===== config.mk =====
export PLATFORM = sky130hd
export DESIGN_NAME = dud_decoder
export DESIGN_NICKNAME = d
export VERILOG_FILES = /design/src/hw/dud_decoder.v
export VERILOG_INCLUDE_DIRS = /design/src /design/src/hw
export SDC_FILE = /design/constraint.sdc
export NUM_CORES = 1
export LEC_CHECK = 0
export ABC_AREA = 1
export BUFFER_PORTS_ARGS = -buffer_cell sky130_fd_sc_hd__buf_4
export CAP_MARGIN = 20
export CORE_MARGIN = 5
export CORE_UTILIZATION = 40
export DETAILED_ROUTE_END_ITERATION = 8
export PLACE_DENSITY_LB_ADDON = 0.2
export SLEW_MARGIN = 20
export SYNTH_ARGS = -nofsm -noshare
export SYNTH_HDL_FRONTEND = slang
export SYNTH_SLANG_ARGS = --single-unit

===== constraint.sdc =====
create_clock -name core_clk_i -period 4.4 [get_ports core_clk_i]
set_input_delay 0.88 -clock core_clk_i [delete_from_list [all_inputs] [get_ports core_clk_i]]
set_output_delay 0.88 -clock core_clk_i [all_outputs]
set_load 0.005 [all_outputs]

===== src/hw/dud_defs.vh =====
// Constants for the data unit opcode decoder: field positions, format codes,
// address modes, AXI4-Lite register offsets, reset values.
// Assumes a single 25 MHz core clock and a synchronous active-low reset.
//
// Summary of operation
// - Bit 0 is the parallel-chain flag; 1 means next instruction issues alongside.
// - Bits 31-29 select the condition register; bit 28 is the zero-test flag.
// - Zero-test flag 1 runs on register equal zero, 0 on nonzero.
// - Side bit picks file A (0) or B (1); load/store: base pointer side.
// - Cross-path bit 0 reads second source locally, 1 from the opposite file.
// - Load/store bit 7 picks first (0) or second (1) data unit.
// - Compact forms address registers as offsets from register 16 of the side's file; the decoder decodes no compact forms.
// - Basic load/store field layout, recognised by bits 3-2 equal 01.
// - Long-immediate load/store: 15-bit offset at 22-8, bits 3-2 equal 11.
// - Basic data unit format: operation at 12-7, bits 6-2 equal 10000.
// - Extended data unit: cross at 12, bits 11-10 equal 10, op 9-6, 5-2 equal 1100.
// - Modes 0000/0001/0100/0101 offset base by constant or register, no update.
// - Modes 1000-1011 pre/post decrement/increment by constant, base updated.
// - Modes 1100-1111 pre/post decrement/increment by register, base updated.
// - Long-immediate byte, halfword, word accesses only legal on the second data unit.
// - Register branch, return-pointer branch, control move only on second shift unit.
// - Integer multiply, doubleword load and floating-point ops are supported.
// - Enhanced variant routes float add and subtract to shift units too.
`ifndef DUD_DEFS_VH
`define DUD_DEFS_VH

// Common fields
`define DUD_CREG_HI 31
`define DUD_CREG_LO 29
`define DUD_Z_BIT 28
`define DUD_DST_HI 27
`define DUD_DST_LO 23
`define DUD_SECOND_OPERAND_FIELD_HI 22
`define DUD_SECOND_OPERAND_FIELD_LO 18
`define DUD_FIRST_OPERAND_FIELD_HI 17
`define DUD_FIRST_OPERAND_FIELD_LO 13
`define DUD_X_BIT 12
`define DUD_S_BIT 1
`define DUD_P_BIT 0

// Load/store fields
`define DUD_MODE_HI 12
`define DUD_MODE_LO 9
`define DUD_R_BIT 8
`define DUD_Y_BIT 7
`define DUD_LSOP_HI 6
`define DUD_LSOP_LO 4
`define DUD_LIMM_HI 22
`define DUD_LIMM_LO 8

// Format recognition codes
`define DUD_LS_BASIC 2'h1
`define DUD_LS_LONG 2'h3
`define DUD_D_BASIC 5'h10
`define DUD_D_EXT 4'hC
`define DUD_D_EXT_FIX 2'h2
`define DUD_COMPACT_BASE 5'h10

// Address modes
`define DUD_MODE_NCST 4'h0
`define DUD_MODE_PCST 4'h1
`define DUD_MODE_NREG 4'h4
`define DUD_MODE_PREG 4'h5

// Format codes reported
`define DUD_FMT_NONE 3'h0
`define DUD_FMT_LS_BASIC 3'h1
`define DUD_FMT_LS_LONG 3'h2
`define DUD_FMT_D_BASIC 3'h3
`define DUD_FMT_D_EXT 3'h4

// Register offsets (byte addresses)
`define DUD_REG_INSN 8'h00
`define DUD_REG_CTRL 8'h04
`define DUD_REG_FIELDS 8'h08
`define DUD_REG_STATUS 8'h0C
`define DUD_REG_ADDR 8'h10
`define DUD_REG_BASE 8'h14

// Reset values
`define DUD_CTRL_RST 32'h0000_0000

`endif


===== src/hw/dud_decoder.v =====
// Data unit opcode decoder with an AXI4-Lite register slave.
// Assumes fetch presents one word per cycle with a valid strobe and that the
// register files supply base, offset and predicate values combinationally.
//
// The AXI4-Lite slave port and the register offsets were chosen for this implementation.
`timescale 1ns/100ps
`include "dud_defs.vh"

module dud_decoder
#(
  parameter ADDR_W = 32
)
(
  input wire core_clk_i,
  input wire rst_n_i,
  // Instruction in
  input wire insn_valid_i,
  input wire [31:0] insn_i,
  input wire enhanced_i,
  input wire [31:0] pred_value_i,
  input wire [ADDR_W-1:0] base_value_i,
  input wire [ADDR_W-1:0] index_value_i,
  // Decoded fields
  output reg dec_valid_o,
  output reg [2:0] dec_format_o,
  output reg [2:0] cond_sel_o,
  output reg zero_test_o,
  output reg execute_o,
  output reg parallel_o,
  output reg side_b_o,
  output reg cross_path_o,
  output reg second_data_unit_o,
  output reg [5:0] operation_field_o,
  output reg [4:0] dest_reg_o,
  output reg [4:0] pointer_reg_field_o,
  output reg [4:0] index_reg_field_o,
  output reg doubleword_o,
  output reg illegal_o,
  // Address generation
  output reg [ADDR_W-1:0] mem_addr_o,
  output reg base_wb_o,
  output reg [ADDR_W-1:0] base_wb_value_o,
  // Unit routing checks
  input wire [4:0] class_i,
  output reg route_ok_o,
  // AXI4-Lite slave
  input wire [7:0] s_axi_awaddr,
  input wire s_axi_awvalid,
  output wire s_axi_awready,
  input wire [31:0] s_axi_wdata,
  input wire [3:0] s_axi_wstrb,
  input wire s_axi_wvalid,
  output wire s_axi_wready,
  output reg [1:0] s_axi_bresp,
  output reg s_axi_bvalid,
  input wire s_axi_bready,
  input wire [7:0] s_axi_araddr,
  input wire s_axi_arvalid,
  output wire s_axi_arready,
  output reg [31:0] s_axi_rdata,
  output reg [1:0] s_axi_rresp,
  output reg s_axi_rvalid,
  input wire s_axi_rready
);

////////////////////////////////////////////////////////////////////////////////
// Instruction classes for unit routing
localparam [4:0] CL_LS_LONG = 5'h01;
localparam [4:0] CL_BR_REG = 5'h02;
localparam [4:0] CL_BR_RET = 5'h03;
localparam [4:0] CL_CTRL_MOVE = 5'h04;
localparam [4:0] CL_FADD_S = 5'h05;
localparam [4:0] CL_INT_MUL = 5'h06;
localparam [4:0] CL_DW_LOAD = 5'h07;
localparam [4:0] CL_FLOAT = 5'h08;
localparam [4:0] CL_S2_UNIT = 5'h10;

// Picks the predicate register bit that the condition selector names
function cond_true;
  input [2:0] sel;
  input z;
  input [31:0] vals;
  reg nz;
  begin
    nz = vals[sel];
    if (sel == 3'h0)
    begin
      cond_true = 1'b1;
    end
    else
    begin
      cond_true = z ? ~nz : nz;
    end
  end
endfunction

////////////////////////////////////////////////////////////////////////////////
// Control register: bit0 forces enhanced, bit1 freezes capture
reg [31:0] ctrl_reg;
reg [31:0] last_insn_reg;
reg [31:0] decode_cnt_reg;
reg [31:0] illegal_cnt_reg;
wire enh = enhanced_i | ctrl_reg[0];

// Combinational decode
reg [2:0] fmt_next;
reg illegal_next;
reg [5:0] opf_next;
reg [3:0] mode;
reg [ADDR_W-1:0] offs;
reg [ADDR_W-1:0] sum_addr;
reg [ADDR_W-1:0] mem_next;
reg wb_next;
reg route_next;
reg [4:0] dst_next;
always @*
begin
  fmt_next = `DUD_FMT_NONE;
  illegal_next = 1'b0;
  opf_next = 6'h00;
  mode = insn_i[`DUD_MODE_HI:`DUD_MODE_LO];
  offs = {ADDR_W{1'b0}};
  sum_addr = base_value_i;
  mem_next = base_value_i;
  wb_next = 1'b0;
  dst_next = insn_i[`DUD_DST_HI:`DUD_DST_LO];
  if (insn_i[3:2] == `DUD_LS_LONG)
  begin
    fmt_next = `DUD_FMT_LS_LONG;
    opf_next = {3'h0, insn_i[`DUD_LSOP_HI:`DUD_LSOP_LO]};
    offs = {{(ADDR_W-15){1'b0}}, insn_i[`DUD_LIMM_HI:`DUD_LIMM_LO]};
    mem_next = base_value_i + offs;
    illegal_next = ~insn_i[`DUD_Y_BIT];
  end
  else if (insn_i[3:2] == `DUD_LS_BASIC)
  begin
    fmt_next = `DUD_FMT_LS_BASIC;
    opf_next = {3'h0, insn_i[`DUD_LSOP_HI:`DUD_LSOP_LO]};
    // Constant or register offset
    if (mode[2])
    begin
      offs = index_value_i;
    end
    else
    begin
      offs = {{(ADDR_W-5){1'b0}}, insn_i[`DUD_FIRST_OPERAND_FIELD_HI:`DUD_FIRST_OPERAND_FIELD_LO]};
    end
    sum_addr = mode[0] ? base_value_i + offs : base_value_i - offs;
    if (!mode[3])
    begin
      if (mode[1])
      begin
        illegal_next = 1'b1;
      end
      else
      begin
        mem_next = sum_addr;
      end
    end
    else
    begin
      wb_next = 1'b1;
      mem_next = mode[1] ? base_value_i : sum_addr;
    end
  end
  else if (insn_i[6:2] == `DUD_D_BASIC)
  begin
    fmt_next = `DUD_FMT_D_BASIC;
    opf_next = insn_i[12:7];
  end
  else if (insn_i[5:2] == `DUD_D_EXT)
  begin
    fmt_next = `DUD_FMT_D_EXT;
    opf_next = {2'h0, insn_i[9:6]};
    illegal_next = (insn_i[11:10] != `DUD_D_EXT_FIX);
  end
  else
  begin
    illegal_next = 1'b1;
  end
end

// Unit routing legality
always @*
begin
  case (class_i)
    CL_BR_REG, CL_BR_RET, CL_CTRL_MOVE: route_next = class_i[4] | 1'b0;
    CL_BR_REG | CL_S2_UNIT, CL_BR_RET | CL_S2_UNIT,
    CL_CTRL_MOVE | CL_S2_UNIT: route_next = 1'b1;
    CL_FADD_S, CL_FADD_S | CL_S2_UNIT: route_next = enh;
    CL_INT_MUL, CL_DW_LOAD, CL_FLOAT: route_next = 1'b1;
    CL_LS_LONG: route_next = 1'b0;
    CL_LS_LONG | CL_S2_UNIT: route_next = 1'b1;
    default: route_next = 1'b1;
  endcase
end

////////////////////////////////////////////////////////////////////////////////
// Decode output register
always @(posedge core_clk_i)
begin
  if (!rst_n_i)
  begin
    dec_valid_o <= 1'b0;
    dec_format_o <= 3'h0;
    cond_sel_o <= 3'h0;
    zero_test_o <= 1'b0;
    execute_o <= 1'b0;
    parallel_o <= 1'b0;
    side_b_o <= 1'b0;
    cross_path_o <= 1'b0;
    second_data_unit_o <= 1'b0;
    operation_field_o <= 6'h00;
    dest_reg_o <= 5'h00;
    pointer_reg_field_o <= 5'h00;
    index_reg_field_o <= 5'h00;
    doubleword_o <= 1'b0;
    illegal_o <= 1'b0;
    mem_addr_o <= {ADDR_W{1'b0}};
    base_wb_o <= 1'b0;
    base_wb_value_o <= {ADDR_W{1'b0}};
    route_ok_o <= 1'b0;
  end
  else
  begin
    dec_valid_o <= insn_valid_i;
    dec_format_o <= fmt_next;
    cond_sel_o <= insn_i[`DUD_CREG_HI:`DUD_CREG_LO];
    zero_test_o <= insn_i[`DUD_Z_BIT];
    execute_o <= insn_valid_i & ~illegal_next
      & cond_true(insn_i[`DUD_CREG_HI:`DUD_CREG_LO], insn_i[`DUD_Z_BIT],
      pred_value_i);
    parallel_o <= insn_i[`DUD_P_BIT];
    side_b_o <= insn_i[`DUD_S_BIT];
    cross_path_o <= (fmt_next == `DUD_FMT_D_EXT) & insn_i[`DUD_X_BIT];
    second_data_unit_o <= insn_i[`DUD_Y_BIT];
    operation_field_o <= opf_next;
    dest_reg_o <= dst_next;
    pointer_reg_field_o <= insn_i[`DUD_SECOND_OPERAND_FIELD_HI:`DUD_SECOND_OPERAND_FIELD_LO];
    index_reg_field_o <= insn_i[`DUD_FIRST_OPERAND_FIELD_HI:`DUD_FIRST_OPERAND_FIELD_LO];
    doubleword_o <= (fmt_next == `DUD_FMT_LS_BASIC) & insn_i[`DUD_R_BIT];
    illegal_o <= insn_valid_i & illegal_next;
    mem_addr_o <= mem_next;
    base_wb_o <= insn_valid_i & wb_next;
    base_wb_value_o <= sum_addr;
    route_ok_o <= route_next;
  end
end

////////////////////////////////////////////////////////////////////////////////
// Capture and counters for software view
always @(posedge core_clk_i)
begin
  if (!rst_n_i)
  begin
    last_insn_reg <= 32'h0000_0000;
    decode_cnt_reg <= 32'h0000_0000;
    illegal_cnt_reg <= 32'h0000_0000;
  end
  else if (insn_valid_i && !ctrl_reg[1])
  begin
    last_insn_reg <= insn_i;
    decode_cnt_reg <= decode_cnt_reg + 32'h0000_0001;
    if (illegal_next)
    begin
      illegal_cnt_reg <= illegal_cnt_reg + 32'h0000_0001;
    end
  end
end

////////////////////////////////////////////////////////////////////////////////
// AXI4-Lite write path: address and data taken in either order
reg aw_held;
reg w_held;
reg [7:0] aw_addr_reg;
reg [31:0] w_data_reg;
reg [3:0] w_strb_reg;
assign s_axi_awready = ~aw_held & ~s_axi_bvalid;
assign s_axi_wready = ~w_held & ~s_axi_bvalid;
wire aw_now = aw_held | s_axi_awvalid;
wire w_now = w_held | s_axi_wvalid;
wire [7:0] wa = aw_held ? aw_addr_reg : s_axi_awaddr;
wire [31:0] wd = w_held ? w_data_reg : s_axi_wdata;
wire [3:0] ws = w_held ? w_strb_reg : s_axi_wstrb;
wire wr_go = aw_now & w_now & ~s_axi_bvalid;
integer bi;
always @(posedge core_clk_i)
begin
  if (!rst_n_i)
  begin
    aw_held <= 1'b0;
    w_held <= 1'b0;
    aw_addr_reg <= 8'h00;
    w_data_reg <= 32'h0000_0000;
    w_strb_reg <= 4'h0;
    s_axi_bvalid <= 1'b0;
    s_axi_bresp <= 2'h0;
    ctrl_reg <= `DUD_CTRL_RST;
  end
  else
  begin
    if (s_axi_awvalid && s_axi_awready && !wr_go)
    begin
      aw_held <= 1'b1;
      aw_addr_reg <= s_axi_awaddr;
    end
    if (s_axi_wvalid && s_axi_wready && !wr_go)
    begin
      w_held <= 1'b1;
      w_data_reg <= s_axi_wdata;
      w_strb_reg <= s_axi_wstrb;
    end
    if (wr_go)
    begin
      aw_held <= 1'b0;
      w_held <= 1'b0;
      s_axi_bvalid <= 1'b1;
      if (wa[7:2] == `DUD_REG_CTRL >> 2)
      begin
        s_axi_bresp <= 2'h0;
        for (bi = 0; bi < 4; bi = bi + 1)
        begin
          if (ws[bi])
          begin
            ctrl_reg[bi*8 +: 8] <= wd[bi*8 +: 8];
          end
        end
      end
      else
      begin
        s_axi_bresp <= 2'h2;
      end
    end
    else if (s_axi_bvalid && s_axi_bready)
    begin
      s_axi_bvalid <= 1'b0;
    end
  end
end

// Read path: one-cycle answer
assign s_axi_arready = ~s_axi_rvalid;
always @(posedge core_clk_i)
begin
  if (!rst_n_i)
  begin
    s_axi_rvalid <= 1'b0;
    s_axi_rdata <= 32'h0000_0000;
    s_axi_rresp <= 2'h0;
  end
  else if (s_axi_arvalid && s_axi_arready)
  begin
    s_axi_rvalid <= 1'b1;
    s_axi_rresp <= 2'h0;
    case (s_axi_araddr[7:2])
      `DUD_REG_INSN >> 2: s_axi_rdata <= last_insn_reg;
      `DUD_REG_CTRL >> 2: s_axi_rdata <= ctrl_reg;
      `DUD_REG_FIELDS >> 2: s_axi_rdata <= {17'h0_0000, cond_sel_o, zero_test_o,
        dec_format_o, side_b_o, cross_path_o, second_data_unit_o,
        parallel_o, illegal_o, base_wb_o, route_ok_o, execute_o};
      `DUD_REG_STATUS >> 2: s_axi_rdata <= illegal_cnt_reg;
      `DUD_REG_ADDR >> 2: s_axi_rdata <= decode_cnt_reg;
      default:
      begin
        s_axi_rdata <= 32'h0000_0000;
        s_axi_rresp <= 2'h2;
      end
    endcase
  end
  else if (s_axi_rvalid && s_axi_rready)
  begin
    s_axi_rvalid <= 1'b0;
  end
end

endmodule // dud_decoder


Word-level counts from Yosys, hierarchy flattened --
Cells that the tools add are included. W data, S select, Z words.
Word-level totals: register bits 314, bits of input ports 194, output and inout port bits 143, word-level logic and storage cells 148
Cells by class: $add $sub $neg 5, $lt $le $gt $ge 1, equality and inequality tests 18, muxes and demuxes 42, bitwise operators 21, reduce and logical (&&, ||, !) cells 24
Operators by type and width (count):
- $mux W32 | 10
- $pmux W32 S5 | 1
- $add A32 B1 Y32 const B | 2
- $add A32 B15 Y32 | 1
- $add A32 B32 Y32 | 1
- $sub A32 B32 Y32 | 1
- $mux W3 | 6
- $mux W1 | 17
- $eq A6 B1 Y1 const B | 2
- $eq A6 B2 Y1 const B | 2
- $reduce_and A3 Y1 | 4
- $and A1 B1 Y1 | 10
- $eq A5 B2 Y1 const B | 2
- $eq A5 B3 Y1 const B | 2
- $eq A5 B5 Y1 const B | 2
- $logic_and A1 B1 Y1 | 8
- $mux W4 | 2
- $mux W8 | 1
- $not A1 Y1 | 8
- $eq A6 B3 Y1 const B | 1
- $logic_not A6 Y1 | 1
- $lt A3 B6 Y1 const B | 1
- $mux W6 | 1
- $reduce_or A3 Y1 | 2
- 17 further kinds | 23

Longest topological paths before layout --
Gate-level depths: netlist (run 1).
depth in word-level cells 8, mapped depth 27, mapped depth without buffers 27

Worst setup path before layout (run 1) --
OpenSTA, ideal clock, no wires.
path kind input -> register, start input port insn_i[11], end register base_wb_value_o[25], library setup time 0.116 ns, arrival 3.514 ns, required time 4.284 ns, path slack 0.770 ns, stages 23, path buffers 1, cell sequence buf_6 > nand2_1 > nand2_1 > inv_1 > ha_1 > nand3_2 > nor2_2 > nand3_1 > nor2_1 > nand2_1 > nor2_1 > a21oi_1 > xor2_1 > ha_1 > inv_1 > nor3_1 > nand2_1 > nor4_1 > nand2_1 > nand3_1 > nand3_1 > o211ai_1 > inv_1
Between the ends: word-level cells in the longest chain between the ends 7, elaborated cells between the ends (all ways) 8, those cells by class add/sub (2); mux (6)
Ends and longest elaborated chain:
- start: declaration | RTL line dud_decoder.v:18 | input wire [31:0] insn_i,
- $mux W32 * | RTL line dud_decoder.v:140 | if (mode[2])
- $mux W32 * | RTL line dud_decoder.v:135 | else if (insn_i[3:2] == `DUD_LS_BASIC)
- $mux W32 * | RTL line dud_decoder.v:127 | if (insn_i[3:2] == `DUD_LS_LONG)
- $sub A32 B32 Y32 / $add A32 B32 Y32 (equally long branches) | RTL line dud_decoder.v:148 | sum_addr = mode[0] ? base_value_i + offs : base_value_i - offs;
- $mux W32 * | RTL line dud_decoder.v:148
- $mux W32 * | RTL line dud_decoder.v:135
- $mux W32 * | RTL line dud_decoder.v:127
- end signal: assignment | RTL line dud_decoder.v:221 | base_wb_value_o <= {ADDR_W{1'b0}};
- end signal: assignment | RTL line dud_decoder.v:245 | base_wb_value_o <= sum_addr;
- end: declaration | RTL line dud_decoder.v:42 | output reg [ADDR_W-1:0] base_wb_value_o,
Every way passes the cells marked *; elsewhere a longest branch is shown, timed or not. The select of a mux whose other input is x is not followed. A chain may end at the register's enable or synchronous reset.

Worst setup path in the final report (run 1) --
Same ends and word-level chain as after synthesis.

==> qor.yml, run 1 <==
outcome: "finished, final reports clean"
place.gp.congestion: 0.9624
cts_resized: 0
clkTransAtPathRegs_ns: 0.06
critical_path_class: "input port to flip-flop"
max_freq_mhz: 251.7
synth_area_per_cell_um2: 6.741
post_cts.repair.setup_buffers: 0
fin_skew_ns: 0.01549
antenna_left: 0
synth.distinct_cells: 59
synth.most_common_cell: "nand2_1"
final_cells: 3543
die_h_um: 221.0
power_leakage_nw: 9.851
syn_area_mm2: 0.01780
synth-edff-count: 0
wl_met2_um: 32200
clk_latency_ns: 0.57
ff2ff_setup_slack_ns: 2.11
nets: 3174
fill_cells: 4578
hold_viol: 0
hold_class: "flip-flop to flip-flop"
drtIter0Drc: 1553
cts.sink_count: 310
end_kind: "flip-flop"
worst_pin_slew_ns: 0.8504
die_x_um: 221.0
fin_tns_setup_ns: 0
core-area_mm2: 0.04412
place_inst: 3478
die_area_mm2: 0.04882
synth_flop_cell: "dfxtp_1"
wl_per_cell_um: 18.84
cts_hold_buf: 0
holdWs_ns: 0.4439
fin_ws_ns: 0.4267
powerDensity_mw_per_mm2: 345.2
io_buffers: 306
rows: 77
grt_max_degree: 158
wl_met1_um: 28570
drc_errors: 0
cts-root-buf: "clkbuf_16"
grt_pass1_vias: 18053
antenna_found_initial: 0
ys_ff_latch: 310
netlist_instances: 2641
dr.pass1.iters: 5
setup_violations: 0
yosysTopAreaCell: "dfxtp_1"
cp.required_ns: 4.85
grt_overflow: 0
async_flop_share_pct: 0
fin_util_pct: 49.76
io_pins: 337
via_per_inst: 5.338
rsz0062_at_grt: "no"
start_util_pct: 40.34
maxSlewHeadroom_pct: 43.31
yosysTopAreaCellShare_pct: 34.86
startpoint_type: "input port"
num_vias: 18913
area_delta_synth_final_pct: 23.34
grt_pass1_wl_um: 101400
place_ws_ns: -0.01911
dpl_cell_area_mm2: 0.02077
hpwl_um: 52100
arrival_ns: 4.42
grt_usage_pct: 25.70
fin_crit_sh_pct: 90.30
finish.instance_area_mm2: 0.02196
wl_um: 66750
finalCriticalPeriod_ns: 3.973
cts_htree_levels: 2
vdd_drop_max_mv: 0.2073
slew_violations: 0
synthTopCellsByArea: "dfxtp_1 35%, nand2_1 12%, a21oi_1 8.4%, inv_1 6.9%, o21ai_0 6.5%"
cts_made_buffers: 36
dr_wl_met3_um: 3570
path_max_fanout: 10
cap_violations: 0
antenna_cells: 0
cts_tree: "built"
synth_common_cells: "566 x nand2_1, 326 x inv_1, 310 x dfxtp_1"
top_layer_used: "met4"
synth-seq-area-share_pct: 34.86
clk_path_buf_depth: 3
drive_gt1_share_pct: 16.30
total_power_mw: 7.579
ys_warn_count: 0
[critical path, cell delays in order]
cell and delay (ns):
buf_4 0.18, inv_2 0.09, nand2_1 0.08, nand2_1 0.06, inv_1 0.05, ha_1 0.18
nand3_2 0.10, nor2_2 0.15, nand3_1 0.11, nor2_1 0.23, nand2_1 0.16, nor2_1 0.16
a21oi_1 0.10, xor2_1 0.15, ha_1 0.30, inv_1 0.07, nor3_1 0.34, nand2_1 0.19
nor4_1 0.20, nand2_1 0.19, nand3_1 0.15, nand3_1 0.10, o211ai_1 0.12, inv_1 0.06
[path summary, 6_finish.rpt]
check        cells after the start                  end           from
max reg2reg                      9          ctrl_reg[2]         w_held
min                              2        w_data_reg[8]  w_data_reg[8]
max                             24  base_wb_value_o[25]     insn_i[11]
min reg2reg                      2        w_data_reg[8]  w_data_reg[8]
[area by class of cell]
| class | instances | area, um2 | area share, % |
|---|---|---|---|
| flip-flops and latches | 310 | 6206 | 28.26 |
| inverters | 341 | 1281 | 5.835 |
| repair buffers | 359 | 2720 | 12.39 |
| multi-input cells | 1876 | 9818 | 44.71 |
| clock inverters | 12 | 146.4 | 0.6667 |
| well taps | 592 | 740.7 | 3.373 |
| clock buffers | 53 | 1045 | 4.758 |
[cells in the final DEF, fill, tap and decap left out, types with 14 or more instances in the layout]
cell and instances:
nor4_1 19, nor2_1 202, a21oi_1 299, a22oi_1 22, ha_1 54, xnor2_1 14, nand2_1 566, dfxtp_1 310
o221ai_1 16, nand2_2 15, nand3_1 120, o211ai_1 19, xor2_1 69, a221oi_1 16, buf_4 357, clkbuf_16 36
o21ai_0 231, inv_1 326, a31oi_1 27, nand4_1 27, nor3_1 65
[kinds of logic (layout without fill, tap and decap cells)]
group	Yosys count	in the layout	share of synthesized area (%)
flops	310	310	34.86
mux	1	1	0.06325
buf+inv	456	765	10.09
fa+ha+maj	56	56	4.020
simple gates	1059	1059	25.92
xor+xnor	83	83	4.084
compound gates	675	675	20.94
other cells	1	2	0.02106
[where the power goes]
| group | switching [mW] | internal [mW] | leakage (nW) |
|---|---|---|---|
| clock | 1.27 | 1.73 | 0.582 |
| combinational | 0.968 | 0.588 | 6.73 |
| sequential | 0.0723 | 2.95 | 2.54 |
[per-layer routing]
metal / vias to the layer above / track usage (%)
met5: - / 0
li1: 9331 / -
met2: 636 / 44.51
met4: 0 / 9.224
met3: 117 / 3.194
met1: 8829 / 33.00
Note: power is estimated with default switching activity, not from simulation.
==> inputs of run 2 (changes only) <==
--- a/config.mk
+++ b/config.mk
@@ -12,7 +12,7 @@
 export CORE_MARGIN = 5
 export CORE_UTILIZATION = 40
 export DETAILED_ROUTE_END_ITERATION = 8
-export PLACE_DENSITY_LB_ADDON = 0.2
+export PLACE_DENSITY = 0.72
 export SLEW_MARGIN = 20
 export SYNTH_ARGS = -nofsm -noshare
 export SYNTH_HDL_FRONTEND = slang
==> qor.yml, run 2 (synthesized netlist as in run 1, its figures left out) <==
outcome: "finished, final reports clean"
vdd_drop_max_mv: 0.2452
rows: 77
cts_made_buffers: 36
cp.required_ns: 4.82
worst_pin_slew_ns: 1.029
rsz0062_at_grt: "no"
critical_path_class: "input port to flip-flop"
arrival_ns: 4.25
grt_pass1_vias: 18494
nets: 3169
drive_gt1_share_pct: 16.11
crit_path_cell_trace: "buf_4, inv_2, nand2_1, nand2_2, ha_1, nand3_2, nor2_2, nand3_1, nor2_1, nand2_1, nor2_1, nor2_1, xor2_1, ha_1, nand2_1, nor2_1, buf_4, nand2_1, nor3_1, nand2_1, nand3_1, nand3_1, nand2_1, a21oi_1"
path_delay_family: "simple AND/OR/NAND/NOR gates"
clk_path_buf_depth: 3
cts-root-buf: "clkbuf_16"
cts_tree: "built"
reg2reg_from: "ctrl_reg[1]"
startpoint_type: "input port"
core-area_mm2: 0.04412
seq_area_mm2: 0.006206
cap_violations: 0
clkTransAtPathRegs_ns: 0.06
drc_errors: 0
reg2regPathDepth: 12
holdPathStages: 2
hp-start: "w_data_reg[7]"
cts_resized: 0
grt_pass1_wl_um: 103800
die_area_mm2: 0.04882
post_cts.repair.setup_buffers: 0
via_per_inst: 5.405
powerDensity_mw_per_mm2: 350.7
wl_per_cell_um: 19.21
die_h_um: 221.0
worst_hold_path.endpoint: "w_data_reg[7]"
grt_overflow: 0
fin_skew_ns: 0.02118
cts_hold_buf: 0
fin_crit_sh_pct: 87.08
path_buf_inv: 3
die_x_um: 221.0
cts.sink_count: 310
end_kind: "flip-flop"
num_vias: 19100
hpwl_um: 52840
power_leakage_nw: 9.826
hold_class: "flip-flop to flip-flop"
r2r_end: "decode_cnt_reg[30]"
grt_usage_pct: 26.28
setup_violations: 0
maxSlewHeadroom_pct: 31.41
cts_htree_levels: 2
drtIter0Drc: 1794
fill_cells: 4449
io_pins: 337
ff2ff_setup_slack_ns: 1.77
fin_tns_setup_ns: 0
final_common_cell: "nand2_1"
cp_slowest_cell: "ha_1"
hold_viol: 0
max_stage_delay_ns: 0.38
final_cell_mix: "566 x nand2_1, 353 x buf_4, 326 x inv_1"
dr.pass1.iters: 6
io_buffers: 306
total_power_mw: 7.695
wl_um: 67890
slew_violations: 0
place.gp.congestion: 1.035
max_freq_mhz: 261.0
path_max_fanout: 10
antenna_cells: 0
holdWs_ns: 0.4448
area_delta_synth_final_pct: 23.26
multi_input_area_mm2: 0.009823
finalCriticalPeriod_ns: 3.831
clk_latency_ns: 0.58
start_util_pct: 40.34
antenna_found_initial: 0
crit_top_cell: "nand2_1"
grt_max_degree: 103
antenna_left: 0
run 2: per-stage QoR:
stage / utilization, % / instance area, um2 / setup slack, ns / instances
finish: 49.73 / 21940 / 0.5686 / 3534
global route: 49.73 / 21940 / 0.2834 / 3534
CTS: 49.73 / 21940 / 0.6424 / 3534
detailed placement: 46.96 / 20720 / 0.05862 / 3473
global placement: 46.96 / 20720 / 0.1014 / 3473
floorplan: - / 17810 / 0.7699 / 2642
run 2: per-layer routing:
| layer | vias to the layer above | wire (um) | part of all wire [%] | global-route usage, % |
|---|---|---|---|---|
| li1 | 9303 | - | - | - |
| met1 | 8920 | 28110 | 41 | 33.76 |
| met2 | 763 | 32490 | 48 | 45.17 |
| met3 | 114 | 4698 | 6.9 | 3.326 |
| met4 | 0 | 2590 | 3.8 | 10.06 |
| met5 | - | 0 | 0 | 0 |
run 2: report_power, final:
part           switching [mW]  internal (mW)  leakage [nW]
clock                    1.27           1.84         0.586
sequential             0.0717           2.95          2.54
combinational           0.978          0.582          6.70
run 2: cell type report:
| cell class | count | share of cell area (%) |
|---|---|---|
| inverters | 341 | 5.839 |
| clock inverters | 9 | 0.8211 |
| clock buffers | 52 | 4.744 |
| flip-flops and latches | 310 | 28.28 |
| multi-input cells | 1876 | 44.77 |
| repair buffers | 354 | 12.17 |
| well taps | 592 | 3.376 |
run 2: worst max-delay path by stage:
| stage | startpoint | to | slack (ns) | depth (start not counted) |
|---|---|---|---|---|
| floorplan | insn_i[11] | base_wb_value_o[25] | 0.77 | 23 |
| global placement | insn_i[11] | mem_addr_o[30] | 0.10 | 24 |
| detailed placement | insn_i[11] | mem_addr_o[22] | 0.06 | 21 |
| CTS | insn_i[11] | mem_addr_o[30] | 0.64 | 24 |
| global route | insn_i[11] | mem_addr_o[30] | 0.28 | 21 |
| finish | insn_i[11] | mem_addr_o[28] | 0.57 | 24 |
run 2: worst reg2reg max path: cells and delay by family, from the launching register on:
family	cells	cell delay, ns
simple gates	8	1.52
buf+inv	2	0.45
flops	1	0.31
compound gates	2	0.21
==> inputs of run 3 (changes only) <==
--- a/config.mk
+++ b/config.mk
@@ -13,6 +13,7 @@
 export CORE_UTILIZATION = 40
 export DETAILED_ROUTE_END_ITERATION = 8
 export PLACE_DENSITY = 0.72
+export REMOVE_ABC_BUFFERS = 1
 export SLEW_MARGIN = 20
 export SYNTH_ARGS = -nofsm -noshare
 export SYNTH_HDL_FRONTEND = slang
==> qor.yml, run 3 (synthesized netlist as in run 1, its figures left out) <==
hp-start: "w_data_reg[8]"
start_util_pct: 40.34
clk_path_buf_depth: 3
max_freq_mhz: 254.4
arrival_ns: 4.34
hpwl_um: 53270
reg2reg_from: "w_held"
grt_pass1_wl_um: 105500
die_h_um: 221.0
worst_hold_path.endpoint: "w_data_reg[8]"
grt_max_degree: 85
area_delta_synth_final_pct: 23.85
slew_violations: 0
wl_um: 68990
path_max_fanout: 10
clk_latency_ns: 0.56
wl_met2_um: 32250
post_cts.repair.setup_buffers: 0
rows: 77
nets: 3181
total_power_mw: 7.754
wl_per_cell_um: 19.41
io_buffers: 306
dr_wl_met3_um: 5542
outcome: "finished, final reports clean"
cts_resized: 0
final_common_cell: "nand2_1"
clkTransAtPathRegs_ns: 0.06
cp.required_ns: 4.81
antenna_found_initial: 3
end_kind: "flip-flop"
num_vias: 19475
r2r_end: "ctrl_reg[29]"
drc_errors: 0
setup_violations: 0
cap_violations: 0
worst_pin_slew_ns: 1.000
cts.sink_count: 310
grt_overflow: 0
antenna_left: 0
cts_tree: "built"
maxSlewHeadroom_pct: 33.11
hold_viol: 0
vdd_drop_max_mv: 0.2747
hold_class: "flip-flop to flip-flop"
rsz0062_at_grt: "no"
core-area_mm2: 0.04412
power_leakage_nw: 9.893
dr.pass1.iters: 6
die_area_mm2: 0.04882
fin_crit_sh_pct: 89.34
die_x_um: 221.0
critical_path_class: "input port to flip-flop"
io_pins: 337
cts_htree_levels: 2
grt_pass1_vias: 18415
startpoint_type: "input port"
cts-root-buf: "clkbuf_16"
powerDensity_mw_per_mm2: 351.7
holdPathStages: 2
wl_met1_um: 28170
top_layer_used: "met4"
grt_usage_pct: 26.81
ff2ff_setup_slack_ns: 1.77
drive_gt1_share_pct: 16.46
cts_hold_buf: 0
reg2regPathDepth: 9
holdWs_ns: 0.4446
final_cell_mix: "566 x nand2_1, 365 x buf_4, 326 x inv_1"
place.gp.congestion: 0.9531
via_per_inst: 5.480
finalCriticalPeriod_ns: 3.931
cts_made_buffers: 36
fin_skew_ns: 0.02156
drtIter0Drc: 2062
-- run 3: how the worst max path moves through the flow --
stage	end	start	slack [ns]
2_1_floorplan	mem_addr_o[1]	insn_i[2]	-0.56
3_3_place_gp	mem_addr_o[25]	insn_i[11]	0.01
3_5_place_dp	mem_addr_o[30]	insn_i[11]	0.03
4_1_cts	mem_addr_o[30]	insn_i[11]	0.59
5_1_grt	mem_addr_o[25]	insn_i[11]	0.13
6_report	mem_addr_o[25]	insn_i[11]	0.47
-- run 3: power breakdown --
group          internal [mW]  switching [mW]  total, mW  leakage (nW)
registers               2.95          0.0716       3.02          2.54
logic                  0.593           0.994       1.59          6.75
clock network           1.87            1.28       3.15         0.599
total                   5.41            2.34       7.75          9.89
-- run 3: final cells by class --
class | instances | area, um2
inverters | 341 | 1281
multi-input cells | 1876 | 9823
repair buffers | 366 | 2760
clock buffers | 52 | 1012
diodes | 3 | 7.507
clock inverters | 14 | 216.5
fillers | 4403 | 22080
well taps | 592 | 740.7
flip-flops and latches | 310 | 6206
-- run 3: routing by layer --
metal | track usage, % | vias to the layer above
met5 | 0 | -
met3 | 4.956 | 166
met1 | 34.39 | 9114
li1 | - | 9340
met2 | 44.62 | 855
met4 | 10.98 | 0
-- run 3: through the flow --
step                      TNS, ns  cells  util (%)  setup slack (ns)  cell area, um2
final                           0   3554     49.97            0.4690           22050
after global routing            0   3554     49.97            0.1334           22050
after CTS                       0   3551     49.95            0.5945           22040
after detailed placement        0   3485     47.16           0.02606           20810
after global placement          0   3485     47.16           0.01039           20810
after floorplan            -14.20   2527         -           -0.5603           17290
-- run 3: worst max-delay path, cell delays in order --
cell,delay [ns]
buf_4,0.20
inv_2,0.10
nand2_1,0.07
nand2_1,0.08
inv_1,0.07
ha_1,0.17
nand3_2,0.11
nor2_2,0.16
nand3_1,0.12
nor2_1,0.20
nand2_1,0.16
nor2_1,0.18
nor2_1,0.07
xor2_1,0.15
ha_1,0.36
nand2_1,0.09
nor3_1,0.25
nand2_1,0.13
nor4_1,0.19
nand2_1,0.16
nand3_1,0.16
nand3_1,0.14
nand2_1,0.09
a21oi_1,0.05
